`src/pbc_pkg.sv`:
```
// constants and types for the per-pin bit control block
// Contract
// [RULE_01] pin function comes from function select, pulse-train enable, direction and data bits
// [RULE_02] as output, function select picks the toggle rate for LED flashing
// [RULE_03] seven fixed flash rates, eight pulse trains, or steady on/off drive
// [RULE_04] flashing drives open-source (high only) or open-drain (low only)
// [RULE_05] per-pin direction and data bits control this pin individually
// [RULE_06] direction bit set tri-states pin as input; cleared makes it an output
// [RULE_07] as input, function select picks which pin edge raises an interrupt
// [RULE_08] filtered valid edge asserts active-low interrupt and loads source with register address
// [RULE_09] software should change direction and enable interrupt in separate writes
// [RULE_10] software emulates open-drain/source by fixing data and toggling direction
// [RULE_11] reset sets direction bit to 1, pin is input with weak pull-up
// [RULE_12] as output, pin is driven to the written data bit
// [RULE_13] as input, data bit read returns live pin level, never stored value
// [RULE_14] unconnected input reads 1 through the weak internal pull-up
// [RULE_15] reset sets stored data bit to 1; reads still return pin level
// [RULE_16] pulse-train enable makes function select choose one of eight pulse trains
// [RULE_17] bit control has lowest priority behind PWM, bypass and fan functions
// [RULE_18] code-to-rate and code-to-edge mappings are supplied as parameter tables
package pbc_pkg;

    // register map
    localparam logic [7:0] PBC_BASE_ADDR  = 8'hc0;
    localparam logic [7:0] PBC_RST_VAL    = 8'h03;
    localparam logic [7:0] PBC_WR_MASK    = 8'h9f;
    localparam int         PBC_PTE_POS    = 7;
    localparam int         PBC_FS_LSB     = 2;
    localparam int         PBC_FS_MSB     = 4;
    localparam int         PBC_DD_POS     = 1;
    localparam int         PBC_GPD_POS    = 0;

    // timing
    localparam int         PBC_CLK_NS     = 100;
    localparam int         PBC_CYC_PER_MS = 1_000_000 / PBC_CLK_NS;
    localparam int         PBC_FILT_NS    = 300;
    localparam int         PBC_FILT_RAW   = (PBC_FILT_NS + PBC_CLK_NS - 1) / PBC_CLK_NS;
    localparam int         PBC_FILT_CYC   = (PBC_FILT_RAW < 1) ? 1 : PBC_FILT_RAW;

    // flash half periods in ms, codes 1..7
    localparam int         PBC_FLASH1_MS  = 1000;
    localparam int         PBC_FLASH2_MS  = 500;
    localparam int         PBC_FLASH3_MS  = 250;
    localparam int         PBC_FLASH4_MS  = 125;
    localparam int         PBC_FLASH5_MS  = 64;
    localparam int         PBC_FLASH6_MS  = 32;
    localparam int         PBC_FLASH7_MS  = 16;
    localparam int         PBC_CNT_W      = 24;
    localparam logic [7*PBC_CNT_W-1:0] PBC_FLASH_HALF_CYC = {
        24'(PBC_FLASH7_MS * PBC_CYC_PER_MS), 24'(PBC_FLASH6_MS * PBC_CYC_PER_MS),
        24'(PBC_FLASH5_MS * PBC_CYC_PER_MS), 24'(PBC_FLASH4_MS * PBC_CYC_PER_MS),
        24'(PBC_FLASH3_MS * PBC_CYC_PER_MS), 24'(PBC_FLASH2_MS * PBC_CYC_PER_MS),
        24'(PBC_FLASH1_MS * PBC_CYC_PER_MS)};

    // edge table, 2 bits per code {rise, fall}
    localparam logic [15:0] PBC_EDGE_TABLE = 16'hf6d8;

    typedef enum logic [3:0] {
        PBC_DRV_INPUT  = 4'b0001,
        PBC_DRV_STEADY = 4'b0010,
        PBC_DRV_FLASH  = 4'b0100,
        PBC_DRV_TRAIN  = 4'b1000
    } pbc_drive_t;

endpackage

```
`src/pbc_edge_filter.sv`:
```
// transition filter: accepts a level after it stays stable, or at once without a pulse on rearm, pulses on stable edges
`timescale 1ns/10ps
module pbc_edge_filter #(
    parameter int FILT_CYC = 3
) (
    input  wire logic core_clk,
    input  wire logic rst_n,
    input  wire logic level_in,
    input  wire logic rearm,
    output logic      filt_level,
    output logic      rise_pulse,
    output logic      fall_pulse
);
    localparam int CW = $clog2(FILT_CYC + 1);

    logic          stable_ff;
    logic [CW-1:0] cnt_ff;
    logic          rise_ff;
    logic          fall_ff;
    logic          differs;
    logic          accept;

    assign differs    = level_in != stable_ff;
    assign accept     = differs && (cnt_ff == CW'(FILT_CYC - 1));
    assign filt_level = stable_ff;
    assign rise_pulse = rise_ff;
    assign fall_pulse = fall_ff;

    always_ff @(posedge core_clk or negedge rst_n) begin
        if (!rst_n) begin
            stable_ff <= 1'b1;
            cnt_ff    <= '0;
            rise_ff   <= 1'b0;
            fall_ff   <= 1'b0;
        end else begin
            rise_ff <= 1'b0;
            fall_ff <= 1'b0;
            if (rearm) begin
                stable_ff <= level_in;
                cnt_ff    <= '0;
            end else if (!differs) begin
                cnt_ff <= '0;
            end else if (accept) begin
                stable_ff <= level_in;
                cnt_ff    <= '0;
                rise_ff   <= level_in;
                fall_ff   <= ~level_in;
            end else begin
                cnt_ff <= cnt_ff + CW'(1);
            end
        end
    end
endmodule

```
`src/pbc_pin_ctrl.sv`:
```
// per-pin bit control: control register, flash and pulse-train drive, edge interrupt
`timescale 1ns/10ps
module pbc_pin_ctrl
    import pbc_pkg::*;
#(
    parameter logic [2:0]                 PIN_INDEX      = 3'h0,
    parameter logic [7*pbc_pkg::PBC_CNT_W-1:0] FLASH_HALF_CYC = pbc_pkg::PBC_FLASH_HALF_CYC,
    parameter logic [15:0]                EDGE_TABLE     = pbc_pkg::PBC_EDGE_TABLE,
    parameter int                         FILT_CYC       = pbc_pkg::PBC_FILT_CYC
) (
    input  wire logic       core_clk,
    input  wire logic       rst_n,
    input  wire logic       reg_wr_en,
    input  wire logic       reg_rd_en,
    input  wire logic [7:0] reg_addr,
    input  wire logic [7:0] reg_wdata,
    output logic      [7:0] reg_rdata,
    output logic            reg_rd_valid,
    input  wire logic [7:0] pulse_train_in,
    input  wire logic       override_en,
    input  wire logic       override_out,
    input  wire logic       override_oe_n,
    input  wire logic       pin_in,
    output logic            pin_out,
    output logic            pin_oe_n,
    output logic            pin_pullup_en,
    input  wire logic       int_clear,
    output logic            int_n,
    output logic      [7:0] int_src,
    output logic            int_src_load
);
    import pbc_pkg::*;

    localparam logic [7:0] MY_ADDR = PBC_BASE_ADDR + {5'h00, PIN_INDEX};

    ////////////////////////////////////////////////////////////////////////////////
    // register access

    logic [7:0]  ctrl_ff;
    logic [7:0]  rdata_ff;
    logic        rd_valid_ff;
    logic        wr_hit;
    logic        rd_hit;
    logic        ctl_pte;
    logic [2:0]  ctl_fs;
    logic        ctl_dd;
    logic        ctl_gpd;
    logic [7:0]  nxt_ctrl;
    logic [7:0]  rd_word;
    logic [7:0]  nxt_rdata;
    logic        rd_data_bit;
    logic        dir_change;

    assign wr_hit     = reg_wr_en && (reg_addr == MY_ADDR);
    assign rd_hit     = reg_rd_en && (reg_addr == MY_ADDR);
    assign nxt_ctrl   = reg_wdata & PBC_WR_MASK;
    assign ctl_pte    = ctrl_ff[PBC_PTE_POS];
    assign ctl_fs     = ctrl_ff[PBC_FS_MSB:PBC_FS_LSB];
    assign ctl_dd     = ctrl_ff[PBC_DD_POS];                                       // [RULE_05]
    assign ctl_gpd    = ctrl_ff[PBC_GPD_POS];                                      // [RULE_05]
    assign dir_change = wr_hit && (nxt_ctrl[PBC_DD_POS] != ctl_dd);

    // bits 6:5 are dropped on write and read back as zero
    always_ff @(posedge core_clk or negedge rst_n) begin
        if (!rst_n) begin
            ctrl_ff <= PBC_RST_VAL;                                                // [RULE_11] [RULE_15]
        end else if (wr_hit) begin
            ctrl_ff <= nxt_ctrl;
        end
    end

    ////////////////////////////////////////////////////////////////////////////////
    // pin input synchroniser and read-back

    // two-flop synchroniser, reset high to match the pulled-up idle pin
    logic pin_meta_ff;
    logic pin_sync_ff;

    always_ff @(posedge core_clk or negedge rst_n) begin
        if (!rst_n) begin
            pin_meta_ff <= 1'b1;
            pin_sync_ff <= 1'b1;
        end else begin
            pin_meta_ff <= pin_in;
            pin_sync_ff <= pin_meta_ff;
        end
    end

    assign rd_data_bit = ctl_dd ? pin_sync_ff : ctl_gpd;                          // [RULE_13] [RULE_15]
    assign rd_word     = {ctl_pte, 2'b00, ctl_fs, ctl_dd, rd_data_bit};
    assign nxt_rdata   = rd_hit ? rd_word : 8'h00;

    // reads answer one cycle after the hit, zero otherwise
    always_ff @(posedge core_clk or negedge rst_n) begin
        if (!rst_n) begin
            rdata_ff <= 8'h00;
        end else begin
            rdata_ff <= nxt_rdata;
        end
    end

    always_ff @(posedge core_clk or negedge rst_n) begin
        if (!rst_n) begin
            rd_valid_ff <= 1'b0;
        end else begin
            rd_valid_ff <= rd_hit;
        end
    end

    assign reg_rdata    = rdata_ff;
    assign reg_rd_valid = rd_valid_ff;

    ////////////////////////////////////////////////////////////////////////////////
    // drive mode decode

    pbc_drive_t drive_mode;
    logic       sel_input;
    logic       sel_train;
    logic       sel_flash;
    logic [2:0] flash_idx;

    // input wins, then pulse train, then fixed flash, else steady drive
    assign sel_input  = ctl_dd;                                                    // [RULE_06]
    assign sel_train  = !ctl_dd && ctl_pte;                                        // [RULE_16]
    assign sel_flash  = !ctl_dd && !ctl_pte && (ctl_fs != 3'h0);                   // [RULE_02]
    assign flash_idx  = (ctl_fs == 3'h0) ? 3'h0 : ctl_fs - 3'h1;
    assign drive_mode = sel_input ? PBC_DRV_INPUT :                                // [RULE_01] [RULE_03]
                        sel_train ? PBC_DRV_TRAIN :
                        sel_flash ? PBC_DRV_FLASH : PBC_DRV_STEADY;

    ////////////////////////////////////////////////////////////////////////////////
    // fixed-rate flash generator

    logic [PBC_CNT_W-1:0] flash_cnt_ff;
    logic                 flash_wave_ff;
    logic [PBC_CNT_W-1:0] half_cyc;
    logic                 flash_wrap;
    logic                 flash_restart;

    assign half_cyc   = FLASH_HALF_CYC[flash_idx*PBC_CNT_W +: PBC_CNT_W];         // [RULE_18]
    assign flash_wrap = (flash_cnt_ff >= half_cyc - PBC_CNT_W'(1));
    assign flash_restart = !sel_flash || wr_hit;

    // wave restarts high on every write so a new rate starts from a clean edge
    always_ff @(posedge core_clk or negedge rst_n) begin
        if (!rst_n) begin
            flash_cnt_ff <= '0;
        end else if (flash_restart || flash_wrap) begin
            flash_cnt_ff <= '0;
        end else begin
            flash_cnt_ff <= flash_cnt_ff + PBC_CNT_W'(1);
        end
    end

    always_ff @(posedge core_clk or negedge rst_n) begin
        if (!rst_n) begin
            flash_wave_ff <= 1'b1;
        end else if (flash_restart) begin
            flash_wave_ff <= 1'b1;
        end else if (flash_wrap) begin
            flash_wave_ff <= ~flash_wave_ff;                                       // [RULE_02]
        end
    end

    ////////////////////////////////////////////////////////////////////////////////
    // pin output drive

    logic wave;
    logic bc_out;
    logic bc_oe_n;
    logic nxt_pin_out;
    logic nxt_pin_oe_n;
    logic pin_out_ff;
    logic pin_oe_n_ff;
    logic pullup_ff;
    logic nxt_pullup;

    assign wave = (drive_mode == PBC_DRV_TRAIN) ? pulse_train_in[ctl_fs] : flash_wave_ff;   // [RULE_16]

    always_comb begin
        bc_out  = 1'b1;
        bc_oe_n = 1'b1;
        unique case (drive_mode)
            PBC_DRV_INPUT: begin
                bc_out  = 1'b1;
                bc_oe_n = 1'b1;                                                    // [RULE_06]
            end
            PBC_DRV_STEADY: begin
                bc_out  = ctl_gpd;                                                 // [RULE_12]
                bc_oe_n = 1'b0;
            end
            // high side only when gpd is set, low side only when clear
            PBC_DRV_FLASH, PBC_DRV_TRAIN: begin
                if (ctl_gpd) begin
                    bc_out  = 1'b1;                                                // [RULE_04]
                    bc_oe_n = ~wave;
                end else begin
                    bc_out  = 1'b0;                                                // [RULE_04]
                    bc_oe_n = wave;
                end
            end
            default: begin
                bc_out  = 1'b1;
                bc_oe_n = 1'b1;
            end
        endcase
    end

    // a higher-priority function takes the pin outright
    assign nxt_pin_out  = override_en ? override_out  : bc_out;                    // [RULE_17]
    assign nxt_pin_oe_n = override_en ? override_oe_n : bc_oe_n;                   // [RULE_17]
    assign nxt_pullup   = ctl_dd && !override_en;                                  // [RULE_14]

    always_ff @(posedge core_clk or negedge rst_n) begin
        if (!rst_n) begin
            pin_out_ff <= 1'b1;
        end else begin
            pin_out_ff <= nxt_pin_out;
        end
    end

    always_ff @(posedge core_clk or negedge rst_n) begin
        if (!rst_n) begin
            pin_oe_n_ff <= 1'b1;                                                   // [RULE_11]
        end else begin
            pin_oe_n_ff <= nxt_pin_oe_n;
        end
    end

    // pull-up only while the pin is an input and not overridden
    always_ff @(posedge core_clk or negedge rst_n) begin
        if (!rst_n) begin
            pullup_ff <= 1'b1;
        end else begin
            pullup_ff <= nxt_pullup;                                               // [RULE_14]
        end
    end

    assign pin_out       = pin_out_ff;
    assign pin_oe_n      = pin_oe_n_ff;
    assign pin_pullup_en = pullup_ff;

    ////////////////////////////////////////////////////////////////////////////////
    // input edge interrupt

    logic       filt_rise;
    logic       filt_fall;
    logic       filt_rearm;
    logic [1:0] edge_en;
    logic       int_armed;
    logic       int_event;
    logic       int_pend_ff;
    logic [7:0] int_src_ff;
    logic       src_load_ff;

    // rearm hides edges while driving, while overridden and on a direction write
    assign filt_rearm = !ctl_dd || override_en || dir_change;                      // [RULE_09]

    pbc_edge_filter #(
        .FILT_CYC   (FILT_CYC)
    ) u_filter (
        .core_clk   (core_clk),
        .rst_n      (rst_n),
        .level_in   (pin_sync_ff),
        .rearm      (filt_rearm),
        .filt_level (),
        .rise_pulse (filt_rise),
        .fall_pulse (filt_fall)
    );                                                                             // [RULE_08]

    assign edge_en   = EDGE_TABLE[{ctl_fs, 1'b0} +: 2];                            // [RULE_07] [RULE_18]
    assign int_armed = ctl_dd && !override_en;
    assign int_event = int_armed && ((filt_rise && edge_en[1]) || (filt_fall && edge_en[0]));  // [RULE_07]

    always_ff @(posedge core_clk or negedge rst_n) begin
        if (!rst_n) begin
            src_load_ff <= 1'b0;
        end else begin
            src_load_ff <= int_event;
        end
    end

    // a new event wins over a clear in the same cycle
    always_ff @(posedge core_clk or negedge rst_n) begin
        if (!rst_n) begin
            int_pend_ff <= 1'b0;
        end else if (int_event) begin
            int_pend_ff <= 1'b1;                                                   // [RULE_08]
        end else if (int_clear) begin
            int_pend_ff <= 1'b0;
        end
    end

    always_ff @(posedge core_clk or negedge rst_n) begin
        if (!rst_n) begin
            int_src_ff <= 8'h00;
        end else if (int_event) begin
            int_src_ff <= MY_ADDR;                                                 // [RULE_08]
        end
    end

    assign int_n        = ~int_pend_ff;                                            // [RULE_08]
    assign int_src      = int_src_ff;
    assign int_src_load = src_load_ff;

endmodule

```
`config.mk`:
```
export PLATFORM = sky130hd
export DESIGN_NAME = pbc_pin_ctrl
export DESIGN_NICKNAME = d
export VERILOG_FILES = /design/src/pbc_pkg.sv /design/src/pbc_edge_filter.sv /design/src/pbc_pin_ctrl.sv
export SDC_FILE = /design/constraint.sdc
export NUM_CORES = 1
export LEC_CHECK = 0
export BUFFER_PORTS_ARGS = -buffer_cell sky130_fd_sc_hd__buf_2
export CAP_MARGIN = 15
export CORE_ASPECT_RATIO = 1.25
export CORE_MARGIN = 8
export CORE_UTILIZATION = 60
export CTS_CLUSTER_DIAMETER = 200
export DETAILED_ROUTE_END_ITERATION = 16
export HOLD_SLACK_MARGIN = 0.02
export PLACE_DENSITY = 0.82
export REMOVE_ABC_BUFFERS = 1
export SLEW_MARGIN = 20
export SYNTH_ARGS = -nofsm -noshare
export SYNTH_HDL_FRONTEND = slang
export SYNTH_HIERARCHICAL = 1
export SYNTH_SLANG_ARGS = --single-unit
```
`constraint.sdc`:
```
create_clock -name core_clk -period 12.3 [get_ports core_clk]
set_input_delay 1.845 -clock core_clk [delete_from_list [all_inputs] [get_ports core_clk]]
set_output_delay 1.845 -clock core_clk [all_outputs]
set_load 0.05 [all_outputs]
```
==> flow_summary.toml <==
[outcome]
outcome = "finished clean"

[place]
place_worst_setup_slack_ns = 7.64
placedCellCount = 422
io_buffers = 44
dp_hpwl_um = 4980
finalWeightedCongestion = 0.782

[synthesis]
ys_ff_latch = 51
syn_avg_cell_area_um2 = 9.91
async_flop_share_pct = 100
synth_area_mm2 = 0.00321
ys_types = 47
synth_edf_count = 0
synth_flop_cell = "dfrtp_1"
post_synth_inst_count = 324
yosysSeqAreaShare_pct = 40.1
yosysWarnings = 6

[global_route]
grt-ovfl-total = 0
antenna_found_initial = 0
grt.total_usage_pct = 16.9
grt_start_max_net_pins = 52
grt_first_pass_wirelength_um = 10900
grt_pass1_vias = 2485

[cts]
cts_buffer_depth = 2
cts.sinks = 51
cts_tree = "yes"
htreeDepth = 2
cts_hold_buf = 0
cts_buffers = 5
cts_root_buffer = "clkbuf_8"
post_cts_buffers = 0
clk_pin_slew_worst_paths_ns = 0.10
cts_resized = 0
insertion_delay_ns = 0.31

[finish]
layout_common_cells = "nor2_1, buf_2, dfrtp_1, ha_1"
fin_nets = 427
multi_input_area_mm2 = 0.00177
drive_above_1_share_pct = 22.1
mostFrequentLayoutCell = "nor2_1"
antenna_cells = 0
instances_no_fill = 430
regArea_mm2 = 0.00129
area_delta_synth_final_pct = 10.1
nFillCells = 403

[worst_setup_path]
r2r_slack_ns = 7.56
path_common_cell = "ha_1"
slowest_delay_ns = 0.63
cp_cell_sequence = "or2_2, inv_1, ha_1, nor2_1, inv_1, ha_1, nor4_1, o31ai_1, a21oi_1, ha_1, nand4_1, a221oi_2, o41ai_4, nand4_2, nor2_1"
cp_max_fo = 24
endpoint_kind = "flip-flop"
rr_endpoint = "flash_cnt_ff[10]"
cp.required_ns = 12.53
r2r_start = "ctrl_ff[2]"
crit_path_top_delay_cell = "dfrtp_1"
crit_path_start = "ctrl_ff[2]"
start_kind = "flip-flop"
ff2ff_path_depth = 15
arrival_ns = 4.96
critPathKind = "flip-flop to flip-flop"

[sta]
max_clock_freq_mhz = 211
setup_violations = 0
slew_viol_final = 0
rsz0062_at_grt = "false"
worst_slack_ns = 7.56
final.period_utilization_pct = 38.5
setup_tns_ns = 0
slew-limit-headroom_pct = 45.0
finClkSkew_ns = 0.00570
period_needed_ns = 4.74
worst_pin_slew_ns = 0.817
hold_viol_final = 0

[run]
maxCapViolations = 0

[min_path]
hold_path.startpoint = "pin_meta_ff"
hold-path-cell-count = 0
hp-class = "flip-flop to flip-flop"
holdPathEnd = "pin_sync_ff"

[floorplanning]
num_rows = 30
die_h_um = 97.8
die_area_mm2 = 0.00796
io_pins = 55
floorplan.initialDensity_pct = 60.6
core_mm2 = 0.00529
die_w_um = 81.4

[detailed_routing]
drc_errors = 0
ant_nets = 0
via_count = 2423
firstDrtPassIters = 4
drt_iter0_drc = 126
wl_per_cell_um = 15.3
detail_route.vias_per_cell = 5.63
finalWirelength_um = 6570

[power_and_ir_drop]
total_power_uw = 348
leakage_nw = 1.67
irDropWorstVdd_uv = 97.3
power_density_mw_per_mm2 = 98.6
==> worst max-delay path, delay by kind of cell (launching register included) <==
family,cells,cell delay (ns)
fa+ha+maj,3,0.86
flops,1,0.63
buf+inv,2,0.25
compound gates,4,0.79
simple gates,6,2.10
==> worst max path at each step <==
stage	end	slack [ns]
2_1_floorplan	flash_cnt_ff[10]	8.45
3_3_place_gp	flash_cnt_ff[9]	7.83
3_5_place_dp	flash_cnt_ff[23]	7.64
4_1_cts	flash_cnt_ff[23]	7.59
5_1_grt	flash_cnt_ff[14]	7.21
6_report	flash_cnt_ff[10]	7.56
==> metal layers <==
metal / vias to the layer above / routed length (um) / global-route usage [%]
met4: 0 / 123 / 6.48
met1: 1181 / 2550 / 18.6
met3: 9 / 246 / 3.95
li1: 1190 / - / -
met5: - / 0 / 0
met2: 43 / 3650 / 29.7
==> registers in the layout (all words and copies together), names as in the netlist, 2 cells and up <==
signal / count
ctrl_ff: 6
flash_cnt_ff: 24
reg_rdata: 6
u_filter/cnt_ff: 2
==> cells in the mapped netlist (6+ instances only) <==
| library cell | number | area share [%] |
|---|---|---|
| nand4_1 | 9 | 1.8 |
| ha_1 | 29 | 11 |
| nand3_1 | 11 | 1.7 |
| and3_1 | 9 | 1.8 |
| mux2_2 | 6 | 2.1 |
| inv_1 | 13 | 1.5 |
| a21oi_1 | 11 | 1.7 |
| nand2_1 | 19 | 2.2 |
| nor3_1 | 6 | 0.94 |
| and2_1 | 6 | 1.2 |
| xnor2_1 | 19 | 5.2 |
| xor2_1 | 8 | 2.2 |
| nor2_1 | 45 | 5.3 |
| buf_4 | 9 | 2.1 |
| o21ai_0 | 15 | 2.3 |
| dfstp_2 | 9 | 7.4 |
| dfrtp_1 | 42 | 33 |
==> logic make-up after synthesis <==
family / after synthesis / share of synthesized area [%]
muxes: 14 / 5.54
other: 1 / 0.117
AOI/OAI and AO/OA: 44 / 9.90
xor gates and xnor gates: 27 / 7.37
DFF: 51 / 40.1
adders and majority gates: 29 / 11.3
and+or+nand+nor: 126 / 20.2
buffers and inverters: 32 / 5.50
==> final cells by class <==
cell class                      instances  area share [%]
Clock inverter                          3            1.35
Timing Repair Buffer                   44            6.30
Sequential cell                        51            36.4
Multi-Input combinational cell        248            50.1
Inverter                               15            1.59
Clock buffer                            5            1.95
Tap cell                               64            2.27
==> through the flow <==
stage | hold slack (ns) | util, % | instance area [um2]
2_1_floorplan | 0.345 | - | 3120
3_3_place_gp | 0.346 | 64.5 | 3420
3_5_place_dp | 0.352 | 64.5 | 3420
4_1_cts | 0.370 | 66.7 | 3530
5_1_grt | 0.371 | 66.8 | 3530
6_report | 0.370 | 66.8 | 3530
==> power by group <==
part | internal, mW | total (mW) | switching (mW) | leakage, nW
logic | 0.0190 | 0.0537 | 0.0347 | 0.935
registers | 0.172 | 0.175 | 0.00339 | 0.680
clock network | 0.0617 | 0.120 | 0.0581 | 0.0587
No activity file was read; power rests on OpenSTA's default activity.
